===== src/verilog/conv_ctrl_pkg.sv =====
/*
  shared constants and carrier types of the converter control block:
  register map, field layout, reset values, divider ratios, timing counts.
  assumes a 125 MHz system clock and a 32-bit avalon-mm register port.
*/
package conv_ctrl_pkg;

  // ------------------------------------------------------------------
  // register map (byte addresses)
  // ------------------------------------------------------------------
  localparam logic [3:0] rate_reg_addr = 4'h0;
  localparam logic [3:0] reference_control_register_addr = 4'h4;
  localparam logic [3:0] excitation_reg_addr = 4'h8;
  localparam logic [3:0] control_reg_addr = 4'hc;
  localparam logic [3:0] status_reg_addr = 4'h0;
  localparam logic [3:0] result_reg_addr = 4'h4;
  // read-only block sits at byte 0x10 and up
  localparam logic [4:0] status_off = 5'h10;
  localparam logic [4:0] result_off = 5'h14;
  localparam logic [4:0] sample_cnt_off = 5'h18;

  // ------------------------------------------------------------------
  // field positions
  // ------------------------------------------------------------------
  localparam int rate_w = 4;
  localparam int refsel_w = 2;
  localparam int refsel_pos = 0;
  localparam int refen_pos = 4;
  localparam int refgpio_pos = 5;
  localparam int mag_w = 3;
  localparam int mag_pos = 0;
  localparam int route_a_pos = 4;
  localparam int route_b_pos = 6;
  localparam int start_pos = 0;
  localparam int extclk_pos = 1;

  // ------------------------------------------------------------------
  // reset values
  // ------------------------------------------------------------------
  localparam logic [3:0] rate_rst = 4'h0;
  localparam logic [1:0] refsel_rst = 2'h0;
  localparam logic refen_rst = 1'b0;
  localparam logic [2:0] mag_rst = 3'h0;
  localparam logic [1:0] route_rst = 2'h3;

  // ------------------------------------------------------------------
  // timing
  // ------------------------------------------------------------------
  localparam int clk_mhz = 125;
  localparam int filt_reset_mod_cycles = 32;
  localparam int nom_clk_khz = 4096;

  // data rate codes 0..9: 5,10,20,40,80,160,320,640,1000,2000 sps
  typedef enum logic [1:0] {div_128, div_32, div_16, div_8} mod_div_e;

  typedef struct packed {
    logic [rate_w-1:0] rate;
    logic [refsel_w-1:0] refsel;
    logic refen;
    logic refgpio;
    logic [mag_w-1:0] mag;
    logic [1:0] route_a;
    logic [1:0] route_b;
    logic start;
  } cfg_s;

  typedef struct packed {
    logic busy;
    logic filt_reset;
    logic ready;
    logic excitation_current_source_live;
  } stat_s;

endpackage


===== src/verilog/mod_clk_div.sv =====
/*
  modulator clock divider: turns system clock ticks into one-cycle
  modulator enables, ratio picked by the rate setting.
  assumes sys_tick is one cycle wide and already on the clock domain.
*/
`timescale 1ns/1ps
module mod_clk_div #(
  parameter int cnt_w = 7
) (
  input wire logic clock,
  input wire logic srst,
  input wire logic sys_tick,
  input wire conv_ctrl_pkg::mod_div_e ratio,
  output logic mod_tick
);

  typedef struct packed {
    logic [cnt_w-1:0] cnt;
    logic tick;
  } st_s;

  st_s st_q;
  st_s st_d;
  logic [cnt_w-1:0] last;

  always_comb begin
    unique case (ratio)
      conv_ctrl_pkg::div_128: last = cnt_w'(127);
      conv_ctrl_pkg::div_32: last = cnt_w'(31);
      conv_ctrl_pkg::div_16: last = cnt_w'(15);
      conv_ctrl_pkg::div_8: last = cnt_w'(7);
    endcase
  end

  always_comb begin
    st_d = st_q;
    st_d.tick = 1'b0;
    if (sys_tick) begin
      if (st_q.cnt >= last) begin
        st_d.cnt = '0;
        st_d.tick = 1'b1;
      end else begin
        st_d.cnt = st_q.cnt + cnt_w'(1);
      end
    end
  end

  always_ff @(posedge clock) begin
    if (srst) begin
      st_q <= '0;
    end else begin
      st_q <= st_d;
    end
  end

  assign mod_tick = st_q.tick;

endmodule


===== src/verilog/adc_rate_reference_excitation_current_source_ctrl.sv =====
/*
  control logic of a delta-sigma converter: rate selection, modulator
  clock enables, decimation filter sequencing, reference multiplexer,
  internal reference enable and excitation current source settings.
  assumes an avalon-mm master on clock, a system clock tick pin that may
  come from the internal oscillator or an external pin, and a 1-bit
  modulator bitstream sampled on modulator ticks.
*/
`timescale 1ns/1ps

module adc_rate_reference_excitation_current_source_ctrl #(
  parameter int acc_w = 24
) (
  input wire logic clock,
  input wire logic srst,
  input wire logic [4:0] address,
  input wire logic read,
  input wire logic write,
  input wire logic [31:0] writedata,
  input wire logic [3:0] byteenable,
  output logic [31:0] readdata,
  output logic waitrequest,
  input wire logic int_osc_tick,
  input wire logic ext_clk_pin,
  input wire logic modulator_bit,
  output logic [1:0] reference_select,
  output logic internal_reference_output_en,
  output logic reference_pair_zero_gpio_en,
  output logic [2:0] excitation_current_source_mag,
  output logic [1:0] excitation_output_pin_a_src,
  output logic [1:0] excitation_output_pin_b_src,
  output logic ext_clk_active,
  output logic data_ready
);

  // ------------------------------------------------------------------
  // helpers
  // ------------------------------------------------------------------
  function automatic conv_ctrl_pkg::mod_div_e rate_div(
    input logic [3:0] r
  );
    if (r <= 4'h2) begin
      return conv_ctrl_pkg::div_128;
    end else if (r <= 4'h5) begin
      return conv_ctrl_pkg::div_32;
    end else if (r <= 4'h8) begin
      return conv_ctrl_pkg::div_16;
    end
    return conv_ctrl_pkg::div_8;
  endfunction

  // modulator samples per output word at the nominal clock
  function automatic logic [15:0] rate_osr(input logic [3:0] r);
    logic [15:0] n;
    n = 16'h0000;
    unique case (r)
      4'h0: n = 16'h18e8;
      4'h1: n = 16'h0c74;
      4'h2: n = 16'h063a;
      4'h3: n = 16'h0c74;
      4'h4: n = 16'h063a;
      4'h5: n = 16'h031d;
      4'h6: n = 16'h031c;
      4'h7: n = 16'h018e;
      4'h8: n = 16'h0100;
      default: n = 16'h0100;
    endcase
    return n;
  endfunction

  typedef enum logic [1:0] {st_idle, st_settle, st_accum} seq_e;

  typedef struct packed {
    conv_ctrl_pkg::cfg_s cfg;
    seq_e seq;
    logic [5:0] settle_cnt;
    logic [15:0] samp_cnt;
    logic [acc_w-1:0] acc;
    logic [acc_w-1:0] result;
    logic ready;
    logic ext_sel;
    logic [2:0] ext_sync;
    logic ext_prev;
    logic [2:0] osc_div;
    logic [31:0] rdata;
    logic rvalid;
    logic start_prev;
  } state_s;

  state_s s_q;
  state_s s_d;
  logic sys_tick;
  logic mod_tick;
  logic ext_edge;
  logic [31:0] wmask;
  logic acc_start;

  // ------------------------------------------------------------------
  // system clock source
  // ------------------------------------------------------------------
  // rising edge seen only once sync stages two and three agree
  assign ext_edge = s_q.ext_sync[1] & s_q.ext_sync[2] & ~s_q.ext_prev;
  assign sys_tick = s_q.ext_sel ? ext_edge : int_osc_tick;

  mod_clk_div #(
    .cnt_w(7)
  ) u_div (
    .clock(clock),
    .srst(srst),
    .sys_tick(sys_tick),
    .ratio(rate_div(s_q.cfg.rate)),
    .mod_tick(mod_tick)
  );

  always_comb begin
    wmask = {{8{byteenable[3]}}, {8{byteenable[2]}},
             {8{byteenable[1]}}, {8{byteenable[0]}}};
  end

  assign acc_start = s_q.cfg.start & ~s_q.start_prev;

  always_comb begin
    s_d = s_q;
    s_d.rvalid = 1'b0;
    s_d.start_prev = s_q.cfg.start;
    s_d.ext_sync = {s_q.ext_sync[1:0], ext_clk_pin};
    if (s_q.ext_sync[1] == s_q.ext_sync[2]) begin
      s_d.ext_prev = s_q.ext_sync[2];
    end
    if (ext_edge) begin
      s_d.ext_sel = 1'b1;
    end

    // ----------------------------------------------------------------
    // register writes
    // ----------------------------------------------------------------
    // upper block is read-only, so writes there must not alias
    if (write && !s_q.rvalid && !address[4]) begin
      unique case (address[3:0])
        conv_ctrl_pkg::rate_reg_addr: begin
          if (byteenable[0] && writedata[3:0] <= 4'h9) begin
            s_d.cfg.rate = writedata[3:0];
          end
        end
        conv_ctrl_pkg::reference_control_register_addr: begin
          if (byteenable[0]) begin
            s_d.cfg.refsel =
              writedata[conv_ctrl_pkg::refsel_pos +: 2];
            s_d.cfg.refen = writedata[conv_ctrl_pkg::refen_pos];
            s_d.cfg.refgpio = writedata[conv_ctrl_pkg::refgpio_pos];
          end
        end
        conv_ctrl_pkg::excitation_reg_addr: begin
          if (byteenable[0]) begin
            s_d.cfg.mag = writedata[conv_ctrl_pkg::mag_pos +: 3];
            s_d.cfg.route_a = writedata[conv_ctrl_pkg::route_a_pos +: 2];
            s_d.cfg.route_b = writedata[conv_ctrl_pkg::route_b_pos +: 2];
          end
        end
        conv_ctrl_pkg::control_reg_addr: begin
          if (byteenable[0]) begin
            s_d.cfg.start = writedata[conv_ctrl_pkg::start_pos];
          end
        end
        default: begin
        end
      endcase
    end

    // ----------------------------------------------------------------
    // register reads, one wait cycle
    // ----------------------------------------------------------------
    if ((read || write) && !s_q.rvalid) begin
      s_d.rvalid = 1'b1;
      s_d.rdata = 32'h0000_0000;
      if (read) begin
        unique case (address)
          5'h00: s_d.rdata[3:0] = s_q.cfg.rate;
          5'h04: s_d.rdata[5:0] = {s_q.cfg.refgpio, s_q.cfg.refen,
                                  2'b00, s_q.cfg.refsel};
          5'h08: s_d.rdata[7:0] = {s_q.cfg.route_b, s_q.cfg.route_a,
                                  1'b0, s_q.cfg.mag};
          5'h0c: s_d.rdata[1:0] = {s_q.ext_sel, s_q.cfg.start};
          conv_ctrl_pkg::status_off:
            s_d.rdata[2:0] = {s_q.ready, s_q.seq == st_settle,
                              s_q.seq != st_idle};
          conv_ctrl_pkg::result_off:
            s_d.rdata[acc_w-1:0] = s_q.result;
          conv_ctrl_pkg::sample_cnt_off:
            s_d.rdata[15:0] = s_q.samp_cnt;
          default: s_d.rdata = 32'h0000_0000;
        endcase
      end
      if (read && address == conv_ctrl_pkg::result_off) begin
        s_d.ready = 1'b0;
      end
    end

    // ----------------------------------------------------------------
    // conversion sequencer
    // ----------------------------------------------------------------
    unique case (s_q.seq)
      st_idle: begin
        if (s_q.cfg.start) begin
          s_d.seq = st_settle;
          s_d.settle_cnt = '0;
        end
      end
      st_settle: begin
        // hold filter for 32 modulator cycles
        if (mod_tick) begin
          if (s_q.settle_cnt ==
              6'(conv_ctrl_pkg::filt_reset_mod_cycles - 1)) begin
            s_d.seq = st_accum;
            s_d.samp_cnt = '0;
            s_d.acc = '0;
          end else begin
            s_d.settle_cnt = s_q.settle_cnt + 6'h01;
          end
        end
      end
      st_accum: begin
        if (mod_tick) begin
          s_d.acc = s_q.acc + acc_w'(modulator_bit);
          s_d.samp_cnt = s_q.samp_cnt + 16'h0001;
          if (s_q.samp_cnt == rate_osr(s_q.cfg.rate) - 16'h0001) begin
            s_d.result = s_q.acc + acc_w'(modulator_bit);
            s_d.ready = 1'b1;
            s_d.samp_cnt = '0;
            s_d.acc = '0;
            if (!s_q.cfg.start) begin
              s_d.seq = st_idle;
            end
          end
        end
      end
    endcase
    // restart on a rising edge of start only, set beats clear of ready
    if (acc_start) begin
      s_d.seq = st_settle;
      s_d.settle_cnt = '0;
    end
  end

  always_ff @(posedge clock) begin
    if (srst) begin
      s_q <= '0;
      s_q.cfg.rate <= conv_ctrl_pkg::rate_rst;
      s_q.cfg.refsel <= conv_ctrl_pkg::refsel_rst;
      s_q.cfg.refen <= conv_ctrl_pkg::refen_rst;
      s_q.cfg.mag <= conv_ctrl_pkg::mag_rst;
      s_q.cfg.route_a <= conv_ctrl_pkg::route_rst;
      s_q.cfg.route_b <= conv_ctrl_pkg::route_rst;
      s_q.seq <= st_idle;
    end else begin
      s_q <= s_d;
    end
  end

  // ------------------------------------------------------------------
  // outputs
  // ------------------------------------------------------------------
  assign readdata = s_q.rdata;
  assign waitrequest = ~s_q.rvalid;
  assign reference_select = s_q.cfg.refsel;
  assign internal_reference_output_en = s_q.cfg.refen;
  assign reference_pair_zero_gpio_en = s_q.cfg.refgpio;
  assign excitation_current_source_mag =
    s_q.cfg.refen ? s_q.cfg.mag : 3'h0;
  assign excitation_output_pin_a_src = s_q.cfg.route_a;
  assign excitation_output_pin_b_src = s_q.cfg.route_b;
  assign ext_clk_active = s_q.ext_sel;
  assign data_ready = s_q.ready;

endmodule


===== config.mk =====
export PLATFORM = sky130hd
export DESIGN_NAME = adc_rate_reference_excitation_current_source_ctrl
export DESIGN_NICKNAME = d
export VERILOG_FILES = /design/src/verilog/conv_ctrl_pkg.sv /design/src/verilog/mod_clk_div.sv /design/src/verilog/adc_rate_reference_excitation_current_source_ctrl.sv
export SDC_FILE = /design/constraint.sdc
export NUM_CORES = 1
export LEC_CHECK = 0
export BUFFER_PORTS_ARGS = -buffer_cell sky130_fd_sc_hd__buf_2
export CORE_MARGIN = 5
export CORE_UTILIZATION = 40
export CTS_BUF_LIST = sky130_fd_sc_hd__clkbuf_4 sky130_fd_sc_hd__clkbuf_8
export CTS_CLUSTER_DIAMETER = 100
export DETAILED_ROUTE_END_ITERATION = 8
export PLACE_DENSITY = 0.6
export SLEW_MARGIN = 20
export SYNTH_ARGS = -nofsm -noshare
export SYNTH_HDL_FRONTEND = slang
export SYNTH_SLANG_ARGS = --single-unit
export TNS_END_PERCENT = 10

===== constraint.sdc =====
create_clock -name clock -period 4.75 [get_ports clock]
set_input_delay 0.2375 -clock clock [delete_from_list [all_inputs] [get_ports clock]]
set_output_delay 0.2375 -clock clock [all_outputs]
set_load 0.03 [all_outputs]

==> summary.md, run 1 <==
| Metric | Value |
|---|---|
| Status | finished, final reports clean |
| Most common cell in the synthesized netlist | dfxtp_1 |
| Routed len/inst | 15.6 um |
| CTS tree | built |
| Top cell type's share of synthesized area | 38.6% |
| Post-Route WL | 17100 um |
| Ports | 94 |
| Post-Syn Instances | 850 |
| CTS Root Buffer Type | clkbuf_8 |
| Placed Cells | 1063 |
| Detail Placement HPWL | 12000 um |
| Setup Crit Path Kind | flip-flop to flip-flop |
| # H-tree levels | 4 |
| Cell Count, Final, Fillers Out | 1097 |
| Register area share after synthesis | 38.6% |
| Core Rows | 49 |
| Final setup viols | 0 |
| Fin nets | 924 |
| CTS Hold Buffers Added | 3 |
| FMAX | 290 MHz |
| Max rail drop VDD | 172 uV |
| R2R depth | 8 |
| Post-synth top cells | dfxtp_1, nor2_1, nand2_1 |
| Final Power | 0.00243 W |
| Post-synth EDFFs | 0 |
| Fill cells | 1791 |
| Setup WS pre-CTS | 1430 ps |
| Setup tns final | 0 ps |
| PwrDens | 308 mW/mm2 |
| Mapped Area | 0.00726 mm2 |
| Req. time, crit path | 5040 ps |
| Max transition margin | 48.3% |
| FFs w/ async S/R, synth | 0% |
| Leak pwr | 3.38 nW |
| WHS | 38.9 ps |
| Register bit count reported by yosys | 140 |
| Share of layout cells above drive strength 1 | 13.6% |
| First drt pass iteration count | 5 |
| Ys Warns | 0 |
| Synth Area per Inst | 8.54 um2 |
| Minimum clock period | 3440 ps |
| Hold depth | 3 |
| Max-Cap Viols | 0 |
| Vias per Instance | 5.39 |
| Placer Congestion | 0.808 |
| Synth area leaders | dfxtp_1, mux2i_1, nor2_1 |
| Kind of end point of the critical path | flip-flop |
| CTS sink count | 140 |
| GRT Total Usage | 16.9% |
| Most used DFF post-synth | dfxtp_1 |
| Clock Path Buffers | 2 |
| Gates resized, CTS repair | 0 |
| Number of max-slew violations in the final report | 0 |
| Total grt overflow | 0 |
| Core area | 0.0179 mm2 |
| Worst hold-check path type | primary input to flip-flop |
| First-pass GRT wire length | 28300 um |
| Starting Density | 40.6% |
| Die Span Y | 145 um |
| Yosys cell types | 70 |
| Worst-path clk slew | 80 ps |
| Diode count | 0 |
| Post-route ant nets | 0 |
| Setup Buffers After CTS | 0 |
| Die width | 145 um |
| Slew at the pin closest to its max-slew limit | 766 ps |
| Final hold vios | 0 |
| Initial antenna violation count | 0 |
| Vias in the first global route | 5382 |
| Post-synth top area cell | dfxtp_1 |
| Iter 0 DRT Violations | 478 |
| Unrepaired setup endpoints after global routing | no |
| Worst setup margin | 1310 ps |
| Final period util | 72.5% |
| # DRC | 0 |
| CP startpoint kind | flip-flop |
| CP arrival | 3740 ps |
| Die ar. | 0.0209 mm2 |
| Layout area overhead | 8.62% |
| Worst-path fanout max | 33 |
| Via count | 5917 |
| Clk_lat worst skew | 440 ps |
| Num CTS Buffers | 17 |
| # port buffers | 58 |
| Final Skew | 12.1 ps |
| Largest net degree at the start of global routing | 56 |
[state kept, by name, summed over array words and instances, names as in the netlist, named ones only]
name and cells:
excitation_output_pin_a_src 2, reference_pair_zero_gpio_en 1, u_div.mod_tick 1, excitation_output_pin_b_src 2, internal_reference_output_en 1, s_d 3
u_div.st_q 7, s_q 83, readdata 24, data_ready 1, reference_select 2, ext_clk_active 1
[metrics by stage]
stage | util, % | instance area (um2)
floorplan | - | 7290
global placement | 41.5 | 7430
detailed placement | 41.5 | 7430
CTS | 44.1 | 7890
global route | 44.1 | 7890
finish | 44.1 | 7890
[area by class of cell]
type | instances | area [um2] | area share (%)
well taps | 229 | 287 | 3.63
repair buffers | 70 | 390 | 4.95
clock buffers | 21 | 283 | 3.59
multi-input cells | 607 | 3910 | 49.6
clock inverters | 10 | 140 | 1.78
inverters | 20 | 75.1 | 0.952
flip-flops and latches | 140 | 2800 | 35.5
[kinds of logic (layout without fill, tap and decap cells)]
logic type / after synthesis / after routing / share of synthesized area [%]
xor gates and xnor gates: 52 / 52 / 6.27
other: 1 / 8 / 0.0516
AOI/OAI and AO/OA: 121 / 121 / 11.9
DFF: 140 / 140 / 38.6
muxes: 51 / 51 / 7.43
adders and majority gates: 20 / 20 / 3.45
buffers and inverters: 110 / 121 / 8.05
and+or+nand+nor: 355 / 355 / 24.2
[metal layers]
metal | vias to the layer above | track usage (%) | routed length, um
met5 | - | 0 | 0
met4 | 0 | 4.57 | 229
met3 | 18 | 3.32 | 882
met2 | 135 | 26.5 | 7790
met1 | 2783 | 23.9 | 8230
li1 | 2981 | - | -
[worst max-delay path, stage by stage (launching register included)]
cell      delay [ps]
dfxtp_1          410
nor4_4           510
nand2_1          250
a221o_1          410
a221oi_2         540
a31oi_2          150
buf_4            270
o21ai_2          630
nor2_1           120
[worst paths after layout]
| check | from | end | slack (ps) |
|---|---|---|---|
| setup / recovery | flip-flop | s_q[102] | 1310 |
| setup reg to reg | flip-flop | s_q[102] | 1310 |
| hold reg to reg | s_d[39] | s_d[40] | 440 |
| hold / removal | writedata[4] | excitation_output_pin_a_src[0] | 40 |
[power breakdown]
group / switching (W) / internal (W)
Clock: 0.000452 / 0.000564
Sequential: 0.00000729 / 0.00118
Combinational: 0.000170 / 0.0000569
[cell usage in the layout, fill, tap and decap left out, drive strengths merged, types with 22 or more instances in the layout]
cell type,n
nand4,29
nor2,120
nand2,67
xor2,30
xnor2,22
mux2i,46
dfxtp,140
nand3,39
a21oi,31
buf,67
Power figures use the tool's default switching activity.
==> run 2, diff against run 1 <==
Settings changed: ABC_AREA from default to 1, PLACE_DENSITY 0.6 to 0.62.
Clock period 4.75 ns to 2.84 ns, I/O delays scaled along.
==> run 2 against run 1 <==
Compared with the run above: critical path depth rose by 3; core utilization grew 0.86 points; highest routed layer unchanged; count of clock-buffer cells in the layout shrank 2; critical endpoint is now s_q[104]; first-iteration DRC count shrank 20%.
==> summary.md, run 2 <==
| Metric | Value |
|---|---|
| Status | finished, final reports clean |
| Num CTS Buffers | 17 (unchanged) |
| RR Startpoint | s_q[114] |
| Die ar. | 0.0210 mm2 (+0.35%) |
| CP arrival | 2670 ps (-1070 ps) |
| Post-synth top cells | nand2_1, dfxtp_1, inv_1 |
| Synth Area per Inst | 7.10 um2 (-17%) |
| Placer Congestion | 0.872 (+8.0%) |
| Detail Placement HPWL | 13100 um (+9.2%) |
| CTS sink count | 140 (unchanged) |
| Final period util | 82.3% (+9.8 points) |
| Fin nets | 1133 (+23%) |
| CTS Root Buffer Type | clkbuf_8 |
| Die width | 145 um (+0.18%) |
| CP startpoint kind | flip-flop |
| PwrDens | 556 mW/mm2 (+80%) |
| GRT Total Usage | 16.7% (-0.19 points) |
| Worst Setup EP | s_q[104] |
| Total grt overflow | 0 (unchanged) |
| FMAX | 428 MHz (+47%) |
| CTS tree | built |
| Post-route ant nets | 0 (unchanged) |
| Number of max-slew violations in the final report | 0 (unchanged) |
| Core area | 0.0180 mm2 (+0.34%) |
| Final Power | 0.00449 W (+85%) |
| Commonest non-fill, non-tap cell in the layout | nand2_1 |
| CTS Hold Buffers Added | 9 (+6) |
| Worst-path fanout max | 5 (-85%) |
| # DRC | 0 (unchanged) |
| Most flop-heavy register | s_q |
| Register area share after synthesis | 38.5% (-0.15 points) |
| Yosys cell types | 51 (-27%) |
| Vias in the first global route | 5850 (+8.7%) |
| Leak pwr | 3.36 nW (-0.64%) |
| First drt pass iteration count | 5 (unchanged) |
| Most common cell in the synthesized netlist | nand2_1 |
| Worst-path clk slew | 80 ps (about the same) |
| Diode count | 0 (unchanged) |
| Max-Cap Viols | 0 (unchanged) |
| Crit path launch | s_q[114] |
| Layout area overhead | 10.7% |
| Clock Path Buffers | 2 (unchanged) |
| Placed cell area | 0.00755 mm2 (+1.6%) |
| Register bit count reported by yosys | 140 (unchanged) |
| Final setup viols | 0 (unchanged) |
| Setup tns final | 0 ps (unchanged) |
| # H-tree levels | 4 (unchanged) |
| Setup Buffers After CTS | 0 (unchanged) |
| Worst R2R Setup Slack | 500 ps (-800 ps) |
| # port buffers | 58 (unchanged) |
| Max reg flops | 83 (unchanged) |
| Core Rows | 49 (unchanged) |
| Kind of end point of the critical path | flip-flop |
| Iter 0 DRT Violations | 382 (-20%) |
| Initial antenna violation count | 0 (unchanged) |
| Unrepaired setup endpoints after global routing | no |
| Slew at the pin closest to its max-slew limit | 609 ps (-157 ps) |
| FF-to-FF End | s_q[104] |
| Max transition margin | 59.4% (+11 points) |
| Ports | 94 (unchanged) |
| Final Skew | 11.1 ps (-0.950 ps) |
| FFs w/ async S/R, synth | 0% (unchanged) |
| Minimum clock period | 2340 ps (-1110 ps) |
| Max rail drop VDD | 373 uV (+120%) |
| Via count | 6445 (+8.9%) |
| First-pass GRT wire length | 29200 um (+3.3%) |
| Starting Density | 40.6% (about the same) |
| Largest net degree at the start of global routing | 52 (-7.1%) |
| Synth area leaders | dfxtp_1, nand2_1, inv_1 |
| Gates resized, CTS repair | 0 (unchanged) |
| Commonest non-fill, non-tap cells in the layout | nand2_1, dfxtp_1, inv_1, nor2_1, a21oi_1 |
| Req. time, crit path | 3180 ps (-1860 ps) |
| Hold depth | 3 (unchanged) |
| Post-Syn Instances | 1026 (+21%) |
| Top cell type's share of synthesized area | 38.5% (-0.15 points) |
| Post-route cell area | 0.00807 mm2 (+2.3%) |
| Setup Crit Path Kind | flip-flop to flip-flop |
| Routed len/inst | 13.5 um (-13%) |
| Post-synth EDFFs | 0 (unchanged) |
| R2R depth | 11 (+3) |
| Mapped Area | 0.00729 mm2 (+0.38%) |
| Die Span Y | 145 um (+0.18%) |
| Post-synth top area cell | dfxtp_1 |
| Vias per Instance | 4.93 (-8.6%) |
| Worst hold-check path type | primary input to flip-flop |
| Most used DFF post-synth | dfxtp_1 |
| Share of layout cells above drive strength 1 | 13.4% (-0.24 points) |
| Final hold vios | 0 (unchanged) |
| Post-Route WL | 17700 um (+3.2%) |
| Clk_lat worst skew | 460 ps (+20 ps) |
| Ys Warns | 0 (unchanged) |
[run 2: how the worst min path moves through the flow]
stage                  from           to  slack, ps
2_1_floorplan   ext_clk_pin      s_d[39]        250
3_3_place_gp    ext_clk_pin      s_d[39]        360
3_5_place_dp    ext_clk_pin      s_d[39]        360
4_1_cts                read  readdata[3]         20
5_1_grt                read  readdata[3]         40
6_report       writedata[3]    flip-flop         60
[run 2: report_power, final]
part	switching (W)	internal, W	total (W)
clock	0.000801	0.000906	0.00171
sequential	0.0000395	0.00201	0.00205
combinational	0.000525	0.000205	0.000730
total	0.00137	0.00312	0.00449
[run 2: routing by layer]
layer  vias to the layer above  track usage [%]  part of all wire [%]
met1                      2973             22.3                    48
met4                         0             5.65                   1.9
met5                         -                0                     0
met2                       103             26.9                    46
li1                       3347                -                     -
met3                        22             3.62                   3.5
[run 2: cell type report]
class	count	area, um2
multi-input combinational	700	3610
tap	229	287
clock buffer	19	255
timing repair buffer	77	455
clock inverter	13	168
inverter	129	485
fill	1802	9900
sequential	140	2800
[run 2: cells by family after synthesis]
logic type	synth area share (%)
AOI/OAI and AO/OA	14.6
xor gates and xnor gates	4.33
adders and majority gates	3.43
buffers and inverters	12.4
DFF	38.5
other	0.0515
and+or+nand+nor	26.8
[run 2: critical path, stage by stage (launching register included)]
cell and delay (ps):
dfxtp_1 360, inv_1 70, ha_1 280, inv_1 130
or2_2 140, nand3_1 290, nor2_1 280, nand3_1 170
nor2_1 190, inv_1 80, o21ai_0 150, a21oi_1 80
[run 2: through the flow]
stage | setup WS [ps] | hold slack [ps] | cells | util [%]
6_report | 503 | 60.3 | 1307 | 44.9
5_1_grt | 247 | 43.5 | 1307 | 44.9
4_1_cts | 512 | 24.8 | 1307 | 44.9
3_5_place_dp | 529 | 358 | 1266 | 42.1
3_3_place_gp | 556 | 356 | 1266 | 42.1
2_1_floorplan | 731 | 249 | 1033 | -
